File: config.mk
export PLATFORM = sky130hd
export DESIGN_NAME = dsx_keystream_xor
export DESIGN_NICKNAME = d
export VERILOG_FILES = /design/src/dsx_pkg.sv /design/src/dsx_keystream_xor.sv /design/src/dsx_fifo.sv
export VERILOG_INCLUDE_DIRS = /design/src /design/src/src
export SDC_FILE = /design/constraint.sdc
export NUM_CORES = 1
export LEC_CHECK = 0
export ABC_AREA = 0
export BUFFER_PORTS_ARGS = -buffer_cell sky130_fd_sc_hd__buf_2
export CORE_ASPECT_RATIO = 1.5
export CORE_MARGIN = 2
export CORE_UTILIZATION = 55
export CTS_BUF_LIST = sky130_fd_sc_hd__clkbuf_16
export CTS_CLUSTER_DIAMETER = 100
export DETAILED_ROUTE_END_ITERATION = 12
export GPL_ROUTABILITY_DRIVEN = 1
export PLACE_DENSITY = 0.8
export SETUP_SLACK_MARGIN = 0.5
export SLEW_MARGIN = 20
export SYNTH_ARGS = -nofsm -noshare
export SYNTH_HDL_FRONTEND = slang
export SYNTH_HIERARCHICAL = 1
export SYNTH_SLANG_ARGS = --single-unit
File: constraint.sdc
create_clock -name pclk -period 3.4 [get_ports pclk]
set_clock_uncertainty 0.2 [all_clocks]
set_input_delay 0.17 -clock pclk [delete_from_list [all_inputs] [get_ports pclk]]
set_output_delay 0.17 -clock pclk [all_outputs]
set_load 0.02 [all_outputs]
File: src/dsx_regs.svh
// register offsets, field positions and stream constants of the keystream xor block
`ifndef DSX_REGS_SVH
`define DSX_REGS_SVH

`define DSX_OFF_CTRL        12'h000
`define DSX_OFF_CONN_MODE   12'h004
`define DSX_OFF_GROUP_SET   12'h008
`define DSX_OFF_STATUS      12'h00C
`define DSX_OFF_FIELD_CNT   12'h010

`define DSX_CTRL_ENABLE     0
`define DSX_CTRL_CP_ROUTE   1
`define DSX_GROUP_MODE_BIT  16
`define DSX_ST_BUSY         0
`define DSX_ST_SECOND       1
`define DSX_ST_IGNORED      2
`define DSX_ST_KS_OVER      3

`define DSX_RST_CTRL        2'h0
`define DSX_SEG_BITS        840
`define DSX_TAIL_BITS       40
`define DSX_PAYLOAD_BITS    800
`define DSX_SINGLE_BITS     768
`define DSX_SUB_BITS        80
`define DSX_SUB_DATA_BITS   64
`define DSX_FRAME_KS_BITS   1680

`endif

File: src/dsx_pkg.sv
// types shared by the keystream xor block
package dsx_pkg;
    typedef enum logic [1:0] {
        DSX_UNPROT,
        DSX_SINGLE,
        DSX_MULTI
    } dsx_fmt_e;

    typedef enum logic {
        DSX_IDLE,
        DSX_RUN
    } dsx_state_e;

    typedef logic [9:0]  dsx_pos_t;
    typedef logic [10:0] dsx_ks_cnt_t;
endpackage

File: src/dsx_keystream_xor.sv
// double-slot keystream xor stage with apb control and output fifo
//
// Functional notes
// - two 840-bit segments per encrypted field pair
// - control tail: segment 0..39 onto a8..a47
// - other tail: segment 0..39 discarded
// - unprotected: segment 40..839 onto payload 0..799
// - single subfield: 40..807 used, 808..839 unused
// - multi: first subfield 40..103, skip 104..119
// - multi: subfields 1..9 sixty-four bits, sixteen skipped
// - multi: tenth subfield 760..823, 824..839 unused
// - two segments total 1680 bits per frame
// - each bearer encrypted with own keystream
// - transmitter: first field first segment, second second
// - receiver: first field first segment, second second
// - mode per connection applies to all bearers
// - grouped connections share one encryption mode
// - check fields never get keystream applied
// - control plane clear unless routed to enciphered
// - frame keystream is first/second segment pair
//
// The APB register port and the address map were decided locally.
`include "dsx_regs.svh"

module dsx_keystream_xor
    import dsx_pkg::*;
#(
    parameter int NCONN      = 4,
    parameter int FIFO_DEPTH = 4
) (
    input  wire logic              pclk,
    input  wire logic              presetn,
    input  wire logic              psel,
    input  wire logic              penable,
    input  wire logic              pwrite,
    input  wire logic [11:0]       paddr,
    input  wire logic [31:0]       pwdata,
    output logic [31:0]            prdata,
    output logic                   pready,
    output logic                   pslverr,
    input  wire logic              frame_start,
    input  wire logic              field_start,
    input  wire logic [1:0]        field_fmt,
    input  wire logic              field_tail_ct,
    input  wire logic              field_cplane,
    input  wire logic [1:0]        field_conn,
    input  wire logic              in_valid,
    input  wire logic              in_bit,
    output logic                   in_ready,
    input  wire logic              ks_valid,
    input  wire logic              ks_bit,
    output logic                   ks_ready,
    output logic                   out_valid,
    output logic                   out_bit,
    output logic                   out_last,
    input  wire logic              out_ready
);
    localparam int LW = $clog2(FIFO_DEPTH + 1);

    // refused at elaboration: the connection field is two bits wide
    if (NCONN < 1 || NCONN > 4) begin : g_bad_nconn
        $error("dsx_keystream_xor: NCONN must be 1 to 4");
    end
    // fewer than two slots cannot keep the stream moving under backpressure
    if (FIFO_DEPTH < 2) begin : g_bad_depth
        $error("dsx_keystream_xor: FIFO_DEPTH must be at least 2");
    end

    // apb registers
    logic [1:0]       ctrl_r;
    logic [NCONN-1:0] conn_mode_r;
    logic             ignored_r;
    logic             ks_over_r;
    logic [15:0]      field_cnt_r;
    logic [31:0]      prdata_r;
    logic             pready_r;
    logic             pslverr_r;

    // field state
    dsx_state_e       state_r;
    dsx_fmt_e         fmt_r;
    logic             tail_ct_r;
    logic             field_enc_r;
    dsx_pos_t         pos_r;
    logic [6:0]       sub_pos_r;
    logic             second_r;
    dsx_ks_cnt_t      frame_ks_r;
    logic             in_ready_r;
    logic             ks_ready_r;

    // output stage
    logic             out_valid_r;
    logic             out_bit_r;
    logic             out_last_r;

    logic             wr_acc;
    logic             setup;
    logic             take;
    logic             in_payload;
    logic             mask_bit;
    logic             last_bit;
    logic             fifo_s_ready;
    logic             fifo_m_valid;
    logic             fifo_m_ready;
    logic [1:0]       fifo_m_data;
    logic [LW-1:0]    fifo_level;
    logic             pop;
    logic [LW:0]      level_nxt;
    logic             start_ok;

    assign setup  = psel && !penable;
    assign wr_acc = psel && penable && pready_r && pwrite;

    // apb answer: decode in setup, data ready in the single access cycle
    always_ff @(posedge pclk or negedge presetn) begin
        if (!presetn) begin
            pready_r  <= 1'b0;
            pslverr_r <= 1'b0;
            prdata_r  <= 32'h0000_0000;
        end else begin
            pready_r  <= setup;
            pslverr_r <= 1'b0;
            prdata_r  <= 32'h0000_0000;
            if (setup) begin
                unique case (paddr)
                    `DSX_OFF_CTRL: begin
                        prdata_r <= {30'h0, ctrl_r};
                    end
                    `DSX_OFF_CONN_MODE: begin
                        prdata_r <= 32'(conn_mode_r);
                    end
                    `DSX_OFF_GROUP_SET: begin
                        prdata_r <= 32'h0000_0000;
                    end
                    `DSX_OFF_STATUS: begin
                        prdata_r <= {28'h0, ks_over_r, ignored_r, second_r, state_r == DSX_RUN};
                    end
                    `DSX_OFF_FIELD_CNT: begin
                        prdata_r <= {16'h0, field_cnt_r};
                    end
                    default: begin
                        pslverr_r <= 1'b1;
                    end
                endcase
            end
        end
    end

    always_ff @(posedge pclk or negedge presetn) begin
        if (!presetn) begin
            ctrl_r <= `DSX_RST_CTRL;
        end else if (wr_acc && paddr == `DSX_OFF_CTRL) begin
            ctrl_r <= pwdata[1:0];
        end
    end

    // one mode bit per connection; the field's connection picks it for every bearer
    always_ff @(posedge pclk or negedge presetn) begin
        if (!presetn) begin
            conn_mode_r <= '0;
        end else if (wr_acc && paddr == `DSX_OFF_CONN_MODE) begin
            conn_mode_r <= pwdata[NCONN-1:0];
        end else if (wr_acc && paddr == `DSX_OFF_GROUP_SET) begin
            // one write moves a whole call's connections together
            for (int c = 0; c < NCONN; c++) begin
                if (pwdata[c]) begin
                    conn_mode_r[c] <= pwdata[`DSX_GROUP_MODE_BIT];
                end
            end
        end
    end

    // sticky status, write one to clear; a new event wins over the clear
    always_ff @(posedge pclk or negedge presetn) begin
        if (!presetn) begin
            ignored_r <= 1'b0;
            ks_over_r <= 1'b0;
        end else begin
            if (field_start && !start_ok) begin
                ignored_r <= 1'b1;
            end else if (wr_acc && paddr == `DSX_OFF_STATUS && pwdata[`DSX_ST_IGNORED]) begin
                ignored_r <= 1'b0;
            end
            if (take && frame_ks_r >= dsx_ks_cnt_t'(`DSX_FRAME_KS_BITS)) begin
                ks_over_r <= 1'b1;
            end else if (wr_acc && paddr == `DSX_OFF_STATUS && pwdata[`DSX_ST_KS_OVER]) begin
                ks_over_r <= 1'b0;
            end
        end
    end

    // a field may start only when idle; a new frame restarts the pair
    assign start_ok = (state_r == DSX_IDLE);
    // fifo space checked again so a push can never be lost
    assign take     = (state_r == DSX_RUN) && in_valid && ks_valid && in_ready_r && ks_ready_r && fifo_s_ready;
    assign last_bit = (pos_r == dsx_pos_t'(`DSX_SEG_BITS - 1));
    assign in_payload = (pos_r >= dsx_pos_t'(`DSX_TAIL_BITS));

    // keystream position equals field position: tail bits first, then payload
    always_comb begin
        mask_bit = 1'b0;
        if (!in_payload) begin
            mask_bit = tail_ct_r;
        end else begin
            unique case (fmt_r)
                DSX_UNPROT: begin
                    mask_bit = 1'b1;
                end
                DSX_SINGLE: begin
                    mask_bit = (pos_r < dsx_pos_t'(`DSX_TAIL_BITS + `DSX_SINGLE_BITS));
                end
                DSX_MULTI: begin
                    // sub_pos counts within each 80-bit subfield, check bits skipped
                    mask_bit = (sub_pos_r < 7'(`DSX_SUB_DATA_BITS));
                end
                default: begin
                    mask_bit = 1'b0;
                end
            endcase
        end
        mask_bit = mask_bit && field_enc_r;
    end

    always_ff @(posedge pclk or negedge presetn) begin
        if (!presetn) begin
            state_r     <= DSX_IDLE;
            fmt_r       <= DSX_UNPROT;
            tail_ct_r   <= 1'b0;
            field_enc_r <= 1'b0;
            pos_r       <= '0;
            sub_pos_r   <= '0;
        end else begin
            unique case (state_r)
                DSX_IDLE: begin
                    if (field_start) begin
                        // sideband latched ahead of the bits so the mask never stalls
                        state_r   <= DSX_RUN;
                        fmt_r     <= (field_fmt == 2'd3) ? DSX_UNPROT : dsx_fmt_e'(field_fmt);
                        tail_ct_r <= field_tail_ct;
                        // index wraps when fewer connections are built
                        field_enc_r <= ctrl_r[`DSX_CTRL_ENABLE]
                                     && conn_mode_r[int'(field_conn) % NCONN]
                                     && (!field_cplane || ctrl_r[`DSX_CTRL_CP_ROUTE]);
                        pos_r     <= '0;
                        sub_pos_r <= '0;
                    end
                end
                DSX_RUN: begin
                    if (take) begin
                        pos_r <= pos_r + 1'b1;
                        if (in_payload) begin
                            sub_pos_r <= (sub_pos_r == 7'(`DSX_SUB_BITS - 1)) ? '0 : sub_pos_r + 1'b1;
                        end
                        if (last_bit) begin
                            state_r <= DSX_IDLE;
                        end
                    end
                end
            endcase
        end
    end

    // first field of a frame uses the first segment, second the second
    always_ff @(posedge pclk or negedge presetn) begin
        if (!presetn) begin
            second_r    <= 1'b0;
            frame_ks_r  <= '0;
            field_cnt_r <= 16'h0000;
        end else begin
            if (frame_start) begin
                second_r   <= 1'b0;
                frame_ks_r <= '0;
            end else begin
                if (take && last_bit) begin
                    second_r <= !second_r;
                end
                if (take && frame_ks_r < dsx_ks_cnt_t'(`DSX_FRAME_KS_BITS)) begin
                    frame_ks_r <= frame_ks_r + 1'b1;
                end
            end
            if (take && last_bit) begin
                field_cnt_r <= field_cnt_r + 1'b1;
            end
        end
    end

    // ready only if the fifo keeps a free slot after this cycle's moves;
    // keystream for each bearer comes from its own generator, one bit per field bit
    assign pop       = fifo_m_valid && fifo_m_ready;
    assign level_nxt = (LW+1)'(fifo_level) + (LW+1)'(take) - (LW+1)'(pop);

    always_ff @(posedge pclk or negedge presetn) begin
        if (!presetn) begin
            in_ready_r <= 1'b0;
            ks_ready_r <= 1'b0;
        end else begin
            in_ready_r <= (level_nxt < (LW+1)'(FIFO_DEPTH));
            ks_ready_r <= (level_nxt < (LW+1)'(FIFO_DEPTH));
        end
    end

    // same xor both ways, so one path encrypts and decrypts
    dsx_fifo #(
        .WIDTH (2),
        .DEPTH (FIFO_DEPTH)
    ) u_fifo (
        .pclk    (pclk),
        .presetn (presetn),
        .s_valid (take),
        .s_ready (fifo_s_ready),
        .s_data  ({last_bit, in_bit ^ (ks_bit & mask_bit)}),
        .m_valid (fifo_m_valid),
        .m_ready (fifo_m_ready),
        .m_data  (fifo_m_data),
        .level   (fifo_level)
    );

    // registered output stage keeps the ports glitch free
    assign fifo_m_ready = !out_valid_r || out_ready;

    always_ff @(posedge pclk or negedge presetn) begin
        if (!presetn) begin
            out_valid_r <= 1'b0;
            out_bit_r   <= 1'b0;
            out_last_r  <= 1'b0;
        end else if (fifo_m_ready) begin
            // an empty fifo loads zeros, never unwritten storage
            out_valid_r <= fifo_m_valid;
            out_bit_r   <= fifo_m_valid && fifo_m_data[0];
            out_last_r  <= fifo_m_valid && fifo_m_data[1];
        end
    end

    assign prdata    = prdata_r;
    assign pready    = pready_r;
    assign pslverr   = pslverr_r;
    assign in_ready  = in_ready_r;
    assign ks_ready  = ks_ready_r;
    assign out_valid = out_valid_r;
    assign out_bit   = out_bit_r;
    assign out_last  = out_last_r;
endmodule // dsx_keystream_xor

File: src/dsx_fifo.sv
// parameterised flip-flop fifo with valid/ready on both sides
module dsx_fifo #(
    parameter int WIDTH = 2,
    parameter int DEPTH = 4
) (
    input  wire logic                       pclk,
    input  wire logic                       presetn,
    input  wire logic                       s_valid,
    output logic                            s_ready,
    input  wire logic [WIDTH-1:0]           s_data,
    output logic                            m_valid,
    input  wire logic                       m_ready,
    output logic [WIDTH-1:0]                m_data,
    output logic [$clog2(DEPTH+1)-1:0]      level
);
    localparam int AW = (DEPTH > 1) ? $clog2(DEPTH) : 1;

    // refused at elaboration: one slot cannot push and pop in the same cycle
    if (DEPTH < 2 || WIDTH < 1) begin : g_bad_param
        $error("dsx_fifo: DEPTH must be at least 2 and WIDTH at least 1");
    end

    logic [WIDTH-1:0]           mem_r [DEPTH];
    logic [AW-1:0]              wr_r;
    logic [AW-1:0]              rd_r;
    logic [$clog2(DEPTH+1)-1:0] cnt_r;
    logic                       push;
    logic                       pop;

    assign s_ready = (cnt_r != DEPTH[$clog2(DEPTH+1)-1:0]);
    assign m_valid = (cnt_r != '0);
    assign m_data  = mem_r[rd_r];
    assign level   = cnt_r;
    assign push    = s_valid && s_ready;
    assign pop     = m_valid && m_ready;

    always_ff @(posedge pclk) begin
        if (push) begin
            mem_r[wr_r] <= s_data;
        end
    end

    always_ff @(posedge pclk or negedge presetn) begin
        if (!presetn) begin
            wr_r  <= '0;
            rd_r  <= '0;
            cnt_r <= '0;
        end else begin
            if (push) begin
                wr_r <= (wr_r == AW'(DEPTH - 1)) ? '0 : wr_r + 1'b1;
            end
            if (pop) begin
                rd_r <= (rd_r == AW'(DEPTH - 1)) ? '0 : rd_r + 1'b1;
            end
            if (push && !pop) begin
                cnt_r <= cnt_r + 1'b1;
            end else if (pop && !push) begin
                cnt_r <= cnt_r - 1'b1;
            end
        end
    end
endmodule // dsx_fifo

==> results.toml, run 1 <==
[power]
clkPwrFrac_pct = 32.1
pwr_density_cell_nw_per_um2 = 539
p_seq_share_pct = 46.7
intPower_mw = 2.08
swShare_pct = 31.7
ir_drop_mv = 0.343
switchingPower_uw = 964
power_leakage_nw = 2.67
pwr-share-comb_pct = 21.2

[clock_tree]
cts_sinks = 95
clk_path_buf_depth = 2
htreeDepth = 3
postCtsSetupRepairBufs = 0
clockRootBuffer = "clkbuf_16"
clock_latency_ns = 0.35
cts_tree = "yes"
clkTransAtPathRegs_ns = 0.07
cts_made_buffers = 9

[route]
drt_pre_antenna_iters = 4
vias_per_cell = 5.46
wl_per_cell_um = 15.1
ant_nets = 0
drtIter0Drc = 167
drc_errors = 0
num_vias = 3563
routed_wl_um = 9870

[placed_design]
gp_congestion = 0.826
post-dp-hpwl_um = 6870
numPortBuffers = 57
pre_cts_ws_ns = 0.797
placed_cell_area_um2 = 5200

[die]
num_rows = 42
die_h_um = 119
io_pins = 101
initial_utilization_pct = 56.0
dieArea_um2 = 9670
fp.coreArea_um2 = 8720
die_x_um = 81.0

[yosys]
synth_edf_count = 8
yosys_warnings = 6
synth_mux_area_share_pct = 4.99
synthDistinctLibCells = 54
ys_ff_latch = 95
avgSynthCellArea_um2 = 10.5
syn_inst = 467
synth_xor_area_share_pct = 6.81
yosys.area_share.simple_pct = 22.2
synth_fa_ha_area_share_pct = 4.25
synthArstFlopShare_pct = 91.6
synthFlopType = "dfrtp_1"
synth_compound_area_share_pct = 6.78
synth_top_family_by_area = "simple AND/OR/NAND/NOR gates"
yosysSeqAreaShare_pct = 49.4
syn_area_um2 = 4890

[timing]
slew_violations = 0
rsz0062_at_grt = "false"
worst_slew_margin_rel_pct = 48.3
min_period_ns = 2.63
worst_slack_ns = 0.768
fin_hold_ws_ns = -0.00127
setup_violations = 0
finalCritPeriodShare_pct = 77.4
worstMarginPinSlew_ns = 0.776
fin_setup_tns_ns = 0
hold_viol = 1
max_freq_mhz = 380

[critical_path]
cp.required_ns = 3.47
start_kind = "flip-flop"
crit_fanout = 11
crit_arrival_ns = 2.71
cpMaxStageDelayCell = "dfrtp_1"
max_stage_delay_ns = 0.57
reg2regPathDepth = 9
crit_chain = "nand3_2 > nor2_1 > a21boi_2 > ha_1 > inv_1 > fa_1 > xor2_1 > nor2_1 > xor2_1"
crit_path_end_kind = "flip-flop"
crit_type = "flip-flop to flip-flop"

[global_routing]
overflow = 0
grt_pass1_vias = 3481
grt_max_degree = 88
grt_pass1_wl_um = 16200
grt_usage_pct = 22.2
grt_antenna_before_repair = 0

[finish]
fill_cells = 720
final_cell_area_um2 = 5640
multi_input_area_um2 = 2260
drive_gt1_share_pct = 18.6
fin_nets = 616
diodes = 0
syn_to_final_growth_pct = 15.4
ff_latch_area_um2 = 2420
final_core_util_pct = 64.7

[status]
status = "finished, violations left"
violations = "hold timing"

[flow_run]
cap_viol_max_count = 0

[worst_hold_path]
min_delay_path_depth = 5
hold_path_class = "input port to flip-flop"
==> metal layers <==
layer / global-route usage [%] / wire (um) / vias to the layer above
met5: 0 / 0 / -
met4: 9.64 / 231 / 0
met3: 5.53 / 431 / 18
met2: 37.9 / 5240 / 94
met1: 25.9 / 3970 / 1729
li1: - / - / 1722
==> placed cells by master, fill, tap and decap left out, types with 4 or more instances in the layout <==
cell / n
dfrtp_1: 87
buf_2: 56
nor2_1: 48
nand2_1: 41
inv_1: 22
nor3_1: 20
xnor2_1: 20
and2_1: 18
xor2_1: 18
nand3_1: 16
conb_1: 16
ha_1: 15
dlygate4sd3_1: 15
o21ai_0: 14
a21oi_1: 10
clkbuf_16: 9
nor2b_1: 8
a31oi_1: 8
nand4_1: 8
edfxtp_1: 8
and3_1: 7
mux2i_1: 6
nor4_1: 5
a22o_1: 5
mux2_2: 5
nand3b_1: 4
mux2_4: 4
==> per-stage QoR <==
step | hold slack, ns | instances | power (mW)
global placement | 0.187 | 622 | 2.00
global route | 0.0231 | 653 | 3.19
CTS | 0.000456 | 653 | 3.06
detailed placement | 0.187 | 622 | 2.06
floorplan | -0.326 | 482 | 1.89
finish | -0.00127 | 653 | 3.04
==> final cells by class <==
class                           instances  share of cell area, %
Clock buffer                            9                   3.99
Clock inverter                          7                   1.06
Inverter                               22                   1.46
Multi-Input combinational cell        336                   40.1
Sequential cell                        95                   42.8
Tap cell                              110                   2.44
Timing Repair Buffer                   74                   8.09
==> Yosys cell counts (3+ instances only) <==
cell type	instances	area (um^2)
a21oi_1	10	50.1
a22o_1	5	43.8
a31oi_1	8	50.1
and2_1	18	113
and3_1	7	43.8
buf_4	19	143
clkbuf_1	8	30.0
dfrtp_1	87	2180
edfxtp_1	8	240
ha_1	15	188
inv_1	22	82.6
mux2_2	5	56.3
mux2_4	4	60.1
mux2i_1	6	60.1
mux4_2	3	67.6
nand2_1	41	154
nand2b_1	3	18.8
nand3_1	16	80.1
nand3b_1	4	30.0
nand4_1	8	50.1
nor2_1	48	180
nor2b_1	8	50.1
nor3_1	20	100
nor4_1	5	31.3
o21ai_0	14	70.1
xnor2_1	20	175
xor2_1	18	158
==> power groups by stage <==
stage	clock network, mW	logic [mW]	registers, mW
finish	0.974	0.645	1.42
floorplan	0	0.470	1.42
detailed placement	0	0.624	1.44
global placement	0	0.581	1.42
global route	1.04	0.718	1.44
CTS	0.985	0.652	1.42
==> critical path, delay by kind of cell (launching register included) <==
kind	cells	cell delay (ns)
AOI/OAI and AO/OA	1	0.33
xor gates and xnor gates	2	0.31
adders and majority gates	2	0.63
buffers and inverters	1	0.07
DFF	1	0.57
and+or+nand+nor	3	0.44
==> registers in the layout, indices dropped and copies added, names as in the netlist, 2 cells and up <==
| signal | count |
|---|---|
| pos_r | 10 |
| field_cnt_r | 16 |
| u_fifo/level | 3 |
| frame_ks_r | 11 |
| conn_mode_r | 4 |
| u_fifo/mem_r | 8 |
| sub_pos_r | 7 |
| ctrl_r | 2 |
| u_fifo/wr_r | 2 |
| u_fifo/rd_r | 2 |
| fmt_r | 2 |
| prdata | 16 |
==> path summary, 6_finish.rpt <==
check,start,end,slack [ns]
max in group asynchronous,presetn,pos_r[6]$_DFFE_PN0P_,2.23
worst min register to register,field_cnt_r[15]$_DFFE_PN0P_,field_cnt_r[15]$_DFFE_PN0P_,0.27
worst min-delay path,paddr[10],pslverr$_DFF_PN0_,-0.001
worst max-delay path,state_r$_DFF_PN0_,u_fifo/level[2]$_DFFE_PN0P_,0.77
worst max register to register,state_r$_DFF_PN0_,u_fifo/level[2]$_DFFE_PN0P_,0.77
min in group asynchronous,presetn,fmt_r[0]$_DFFE_PN0P_,0.24
==> kinds of logic after synthesis <==
kind of cell	after synthesis
AND/OR/NAND/NOR	197
buffers and inverters	51
multiplexers	18
flip-flops	95
other	1
AO/OA/AOI/OAI	51
adder cells (fa/ha/maj)	16
XOR/XNOR	38
==> repair_timing <==
item / 4_1_cts / 5_1_grt
resized for setup: 0 / 0
setup endpoints to repair: 0 / 0
hold endpoints to repair: 114 / 0
hold buffers: 15 / 0
(Power assumes the default switching activity.)
==> inputs of run 2 (changes only) <==
Clock period 3.4 ns to 2.7 ns, I/O delays scaled along.
==> run 2 against run 1 <==
Compared with the run above:
- the flow now finishes without violations
- via count rose by 3.0%
- power rose by 35%
- critical path depth rose by 2
- die area did not move
- register-to-register slack got worse by 0.28 ns
- wire length rose by 4.1%
- first-iteration DRC count rose by 27%
- fmax rose by 19%
- sequential power rose by 25%
- clock power rose by 25%
==> results.toml, run 2 (same netlist as run 1, synthesis figures left out) <==
[die]
fp.coreArea_um2 = 8720
die_x_um = 81.0
io_pins = 101
num_rows = 42
initial_utilization_pct = 56.0
die_h_um = 119
dieArea_um2 = 9670

[timing]
worst_slack_ns = 0.487
rsz0062_at_grt = "true"
max_freq_mhz = 452
min_period_ns = 2.21
fin_setup_tns_ns = 0
worstMarginPinSlew_ns = 0.632
finalCritPeriodShare_pct = 82.0
fin_hold_ws_ns = 0.0508
hold_viol = 0
slew_violations = 0
worst_slew_margin_rel_pct = 57.8
setup_violations = 0

[finish]
diodes = 0
fill_cells = 652
layout_common_cells = "82 x dfrtp_1, 56 x buf_2, 46 x nor2_1, 39 x nand2_1, 23 x buf_4"
fin_nets = 641
syn_to_final_growth_pct = 22.3
layout_commonest_cell = "dfrtp_1"
multi_input_area_um2 = 2400
drive_gt1_share_pct = 25.7
ff_latch_area_um2 = 2420
final_core_util_pct = 68.6

[route]
drt_pre_antenna_iters = 4
routed_wl_um = 10300
num_vias = 3671
ant_nets = 0
vias_per_cell = 5.41
drc_errors = 0
wl_per_cell_um = 15.2
drtIter0Drc = 212

[global_routing]
overflow = 0
grt_pass1_vias = 3649
grt_pass1_wl_um = 16600
grt_usage_pct = 22.3
grt_antenna_before_repair = 0
grt_max_degree = 52

[critical_path]
max_stage_delay_ns = 0.42
r2r_start = "u_fifo/level[1]$_DFFE_PN0P_"
crit_path_start = "u_fifo/level[1]$_DFFE_PN0P_"
reg2reg_setup_slack_ns = 0.49
crit_chain = "nor2_4 > nand2_2 > nand2_4 > nor2_4 > a21boi_4 > ha_4 > inv_2 > fa_2 > xor2_1 > nor2_1 > xor2_1"
crit_arrival_ns = 2.28
cp.required_ns = 2.77
reg2regPathDepth = 11
crit_path_end_kind = "flip-flop"
r2r-end = "u_fifo/level[2]$_DFFE_PN0P_"
crit_end = "u_fifo/level[2]$_DFFE_PN0P_"
path_buf_inv = 1
crit_type = "flip-flop to flip-flop"
crit_family = "adder cells"
worstSetupPathDepth = 11
start_kind = "flip-flop"
crit_fanout = 4
cpMaxStageDelayCell = "dfrtp_2"

[status]
status = "completed"

[power]
p_seq_share_pct = 43.4
swShare_pct = 31.9
pwr_density_cell_nw_per_um2 = 685
switchingPower_mw = 1.31
intPower_mw = 2.79
clkPwrFrac_pct = 29.8
power_leakage_nw = 2.81
power_mw = 4.10
ir_drop_mv = 0.508
pwr-share-comb_pct = 26.8

[placed_design]
post-dp-hpwl_um = 6900
pre_cts_ws_ns = 0.363
numPortBuffers = 57
gp_congestion = 0.813

[clock_tree]
cts_made_buffers = 9
clk_path_buf_depth = 2
clkTransAtPathRegs_ns = 0.07
cts_sinks = 95
clock_latency_ns = 0.35
clockRootBuffer = "clkbuf_16"
cts_tree = "yes"
htreeDepth = 3

[worst_hold_path]
hold_path_class = "input port to flip-flop"

[flow_run]
cap_viol_max_count = 0
run 2: worst reg2reg max path, stage by stage, from the launching register on:
cell,delay (ns)
dfrtp_2,0.42
nor2_4,0.05
nand2_2,0.10
nand2_4,0.08
nor2_4,0.09
a21boi_4,0.23
ha_4,0.17
inv_2,0.04
fa_2,0.32
xor2_1,0.15
nor2_1,0.13
xor2_1,0.16
run 2: routing by layer:
layer  vias to the layer above  wire length (um)  global-route usage (%)
li1                       1765                 -                       -
met1                      1802              4060                    26.7
met2                        88              5660                    39.2
met3                        16               354                    3.71
met4                         0               191                    8.79
met5                         -                 0                       0
run 2: what timing repair did:
action | 4_1_cts | 5_1_grt
pin swaps | 5 | 10
gates resized for setup | 7 | 14
hold buffers | 19 | 0
endpoints found under the setup margin | 16 | 9
hold endpoints to repair | 81 | 0
setup buffers | 10 | 6
run 2: cell type report:
type                       instances  area share [%]
sequential                        95            40.5
multi-input combinational        336            40.1
clock buffer                       9            3.77
timing repair buffer              99            10.9
clock inverter                     7            1.03
tap                              110            2.30
inverter                          22            1.38
run 2: worst min-delay path by stage:
stage,slack (ns),from,cells after the start,end
3_5_place_dp,0.002,presetn,1,ks_ready$_DFF_PN0_
5_1_grt,0.1,out_ready,3,out_valid$_DFFE_PN0N_
6_report,0.05,paddr[3],3,prdata[3]$_DFF_PN0_
2_1_floorplan,-0.36,presetn,0,conn_mode_r[0]$_DFFE_PN0P_
4_1_cts,0.02,paddr[3],3,prdata[3]$_DFF_PN0_
3_3_place_gp,-0.01,presetn,1,u_fifo/level[0]$_DFFE_PN0P_
run 2: power groups by stage:
stage / clock, mW / sequential (mW) / combinational, mW
after CTS: 1.24 / 1.77 / 0.978
after detailed placement: 0 / 1.82 / 0.812
after global routing: 1.31 / 1.80 / 1.22
after floorplan: 0 / 1.80 / 0.624
after global placement: 0 / 1.81 / 0.767
final: 1.22 / 1.78 / 1.10
run 2: per-stage QoR:
| step | instances | area [um^2] |
|---|---|---|
| floorplan | 482 | 4990 |
| global placement | 627 | 5280 |
| finish | 678 | 5980 |
| detailed placement | 627 | 5280 |
| global route | 678 | 5980 |
| CTS | 672 | 5870 |
==> inputs of run 3 (changes only) <==
Settings changed: ABC_AREA 0 to 1, CORE_UTILIZATION 55 to 51, PLACE_DENSITY 0.8 to 0.77.
Clock period 2.7 ns to 1.91 ns, I/O delays scaled along.
==> run 3 against run 2 <==
Compared with the run above:
- the run now ends with hold timing, setup timing left
- combinational power grew 150%
- sequential share of layout area shrank 9.0 points
- register-to-register slack lost 0.69 ns
- utilization grew 4.0 points
- first-iteration DRC count grew 78%
- global-route usage grew 5.3 points
- fmax grew 4.6%
- synthesized cell count grew 55%
- die area grew 21%
==> results.toml, run 3 <==
[yosys]
yosysSeqAreaShare_pct = 43.6
synthArstFlopShare_pct = 91.6
synth_common_cells = "195 x nand2_1, 87 x dfrtp_1, 82 x inv_1"
synth_top_family_by_area = "simple AND/OR/NAND/NOR gates"
yosysTopAreaCellShare_pct = 39.3
syn_area_um2 = 5540
synthFlopType = "dfrtp_1"
ys_ff_latch = 95
synth_edf_count = 8
synthDistinctLibCells = 37
synth_compound_area_share_pct = 5.99
syn_inst = 723
yosys.area.top_type = "dfrtp_1"
yosys.area_share.simple_pct = 34.0
avgSynthCellArea_um2 = 7.66
synth_xor_area_share_pct = 2.21
synth_mux_area_share_pct = 0
synth_fa_ha_area_share_pct = 3.75
synth_most_common_cell = "nand2_1"
synth_area_leaders = "dfrtp_1 39%, nand2_1 13%, inv_1 5.6%"
yosys_warnings = 6

[timing]
min_period_ns = 2.12
worst_slack_ns = -0.206
worstMarginPinSlew_ns = 0.546
slew_violations = 0
worst_slew_margin_rel_pct = 63.4
fin_hold_ws_ns = -0.0539
fin_setup_tns_ns = -0.499
hold_viol = 2
setup_violations = 9
finalCritPeriodShare_pct = 111
rsz0062_at_grt = "true"
max_freq_mhz = 473

[placed_design]
placed_cells = 933
numPortBuffers = 57
pre_cts_ws_ns = -0.0843
placed_cell_area_um2 = 6190
post-dp-hpwl_um = 9760
gp_congestion = 0.929

[route]
drt_pre_antenna_iters = 5
ant_nets = 0
wl_per_cell_um = 16.4
routed_wl_um = 16800
num_vias = 5670
vias_per_cell = 5.52
drtIter0Drc = 378
drc_errors = 0

[critical_path]
start_kind = "flip-flop"
crit_arrival_ns = 2.20
crit_path_start = "u_fifo/level[2]$_DFFE_PN0P_"
path_buf_inv = 3
cp.required_ns = 1.99
crit_path_end_kind = "flip-flop"
crit_type = "flip-flop to flip-flop"
crit_family = "simple AND/OR/NAND/NOR gates"
r2r_start = "u_fifo/level[2]$_DFFE_PN0P_"
cpMaxStageDelayCell = "dfrtp_2"
max_stage_delay_ns = 0.44
crit_chain = "nand3_4 > nand3_4 > nor2_8 > nand2_4 > inv_2 > ha_4 > inv_2 > fa_2 > inv_1 > nand2_2 > nand3_2 > nand2_1 > nand2_1"
crit_fanout = 3

[finish]
layout_common_cells = "168 x nand2_1, 81 x dfrtp_1, 73 x inv_1, 58 x nor2_1, 56 x buf_2"
fill_cells = 732
drive_gt1_share_pct = 33.7
fin_nets = 957
final_cell_area_um2 = 7690
instances_no_fill = 1028
ff_latch_area_um2 = 2420
multi_input_area_um2 = 3090
syn_to_final_growth_pct = 38.8
diodes = 0
layout_commonest_cell = "nand2_1"

[clock_tree]
cts_tree = "yes"
clockRootBuffer = "clkbuf_16"
clkTransAtPathRegs_ns = 0.07
cts_made_buffers = 9
cts_sinks = 95
clk_path_buf_depth = 2
cts_hold_buffers = 17
htreeDepth = 3
clock_latency_ns = 0.35

[die]
dieArea_um2 = 11700
io_pins = 101
die_x_um = 89.1
die_h_um = 132
fp.coreArea_um2 = 10600
initial_utilization_pct = 52.3
num_rows = 46

[power]
power_mw = 7.04
clkPwrFrac_pct = 24.5
pwr_density_cell_nw_per_um2 = 916
intPower_mw = 4.39
swShare_pct = 37.7
p_seq_share_pct = 36.6
power_leakage_nw = 3.75
ir_drop_mv = 0.493
pwr-share-comb_pct = 38.9
switchingPower_mw = 2.65

[status]
status = "finished, violations left"
violations = "hold timing, setup timing"

[flow_run]
cap_viol_max_count = 0

[global_routing]
grt_antenna_before_repair = 0
grt_pass1_vias = 5401
grt_pass1_wl_um = 25300
grt_max_degree = 48
overflow = 0
grt_usage_pct = 27.6

[worst_hold_path]
min-delay-start = "out_ready"
hold_path_class = "input port to flip-flop"
run 3: cell count changes after synthesis, moves of 18 or more:
| cell | change |
|---|---|
| and2_1 | -18 |
| inv_1 | +60 |
| nor2_1 | +22 |
| o21ai_0 | +22 |
| nand3_1 | +45 |
| nand2_1 | +154 |
| nand4_1 | +26 |
run 3: what timing repair did:
item,in CTS,in global routing
pin swaps,28,26
buffers inserted,40,17
setup endpoints to repair,75,85
resized for setup,90,59
endpoints found under the hold margin,111,1
gates cloned,5,0
run 3: metrics by stage:
step | util [%] | hold WS, ns
floorplan | - | -0.400
global placement | 58.5 | -0.180
detailed placement | 58.5 | -0.176
CTS | 69.3 | -0.0696
global route | 72.6 | -0.0386
finish | 72.6 | -0.0539
run 3: layer usage:
metal	vias up	part of all wire (%)	track usage [%]
met4	0	4.8	12.6
met2	299	53	48.5
met3	81	6.0	5.84
met5	-	0	0
li1	2620	-	-
met1	2670	36	30.8
run 3: final cells by class:
cell class,instances,area share [%]
Clock buffer,9,2.93
Clock inverter,7,0.797
Inverter,94,4.95
Multi-Input combinational cell,519,40.2
Sequential cell,95,31.5
Tap cell,144,2.34
Timing Repair Buffer,159,17.2
Timing Repair inverter,1,0.0976
run 3: final timing paths:
| check | end | slack (ns) | cells past startpoint |
|---|---|---|---|
| setup / recovery | u_fifo/level[2]$_DFFE_PN0P_ | -0.21 | 13 |
| hold / removal | out_valid$_DFFE_PN0N_ | -0.05 | 4 |
| setup reg to reg | u_fifo/level[2]$_DFFE_PN0P_ | -0.21 | 13 |
| hold reg to reg | out_bit$_DFFE_PN0N_ | 0.31 | 1 |
| max in group asynchronous | pos_r[0]$_DFFE_PN0P_ | 0.93 | 3 |
| min in group asynchronous | pos_r[4]$_DFFE_PN0P_ | 0 | 2 |
run 3: kinds of logic (layout without fill, tap and decap cells):
group	after synthesis	after routing
compound gates	60	60
xor+xnor	14	14
fa+ha+maj	16	16
buf+inv	125	270
flops	95	95
other cells	1	16
simple gates	412	413
run 3: tightest hold or removal path: cells and delay by family:
kind	cells	cell delay (ns)
and+or+nand+nor	2	0.13
buffers and inverters	2	0.23
run 3: power by group through the flow:
| stage | logic, mW | registers (mW) | clock network, mW |
|---|---|---|---|
| 6_report | 2.74 | 2.58 | 1.72 |
| 5_1_grt | 2.98 | 2.61 | 1.83 |
| 3_5_place_dp | 1.72 | 2.60 | 0 |
| 3_3_place_gp | 1.62 | 2.57 | 0 |
| 4_1_cts | 2.22 | 2.55 | 1.72 |
| 2_1_floorplan | 1.21 | 2.60 | 0 |
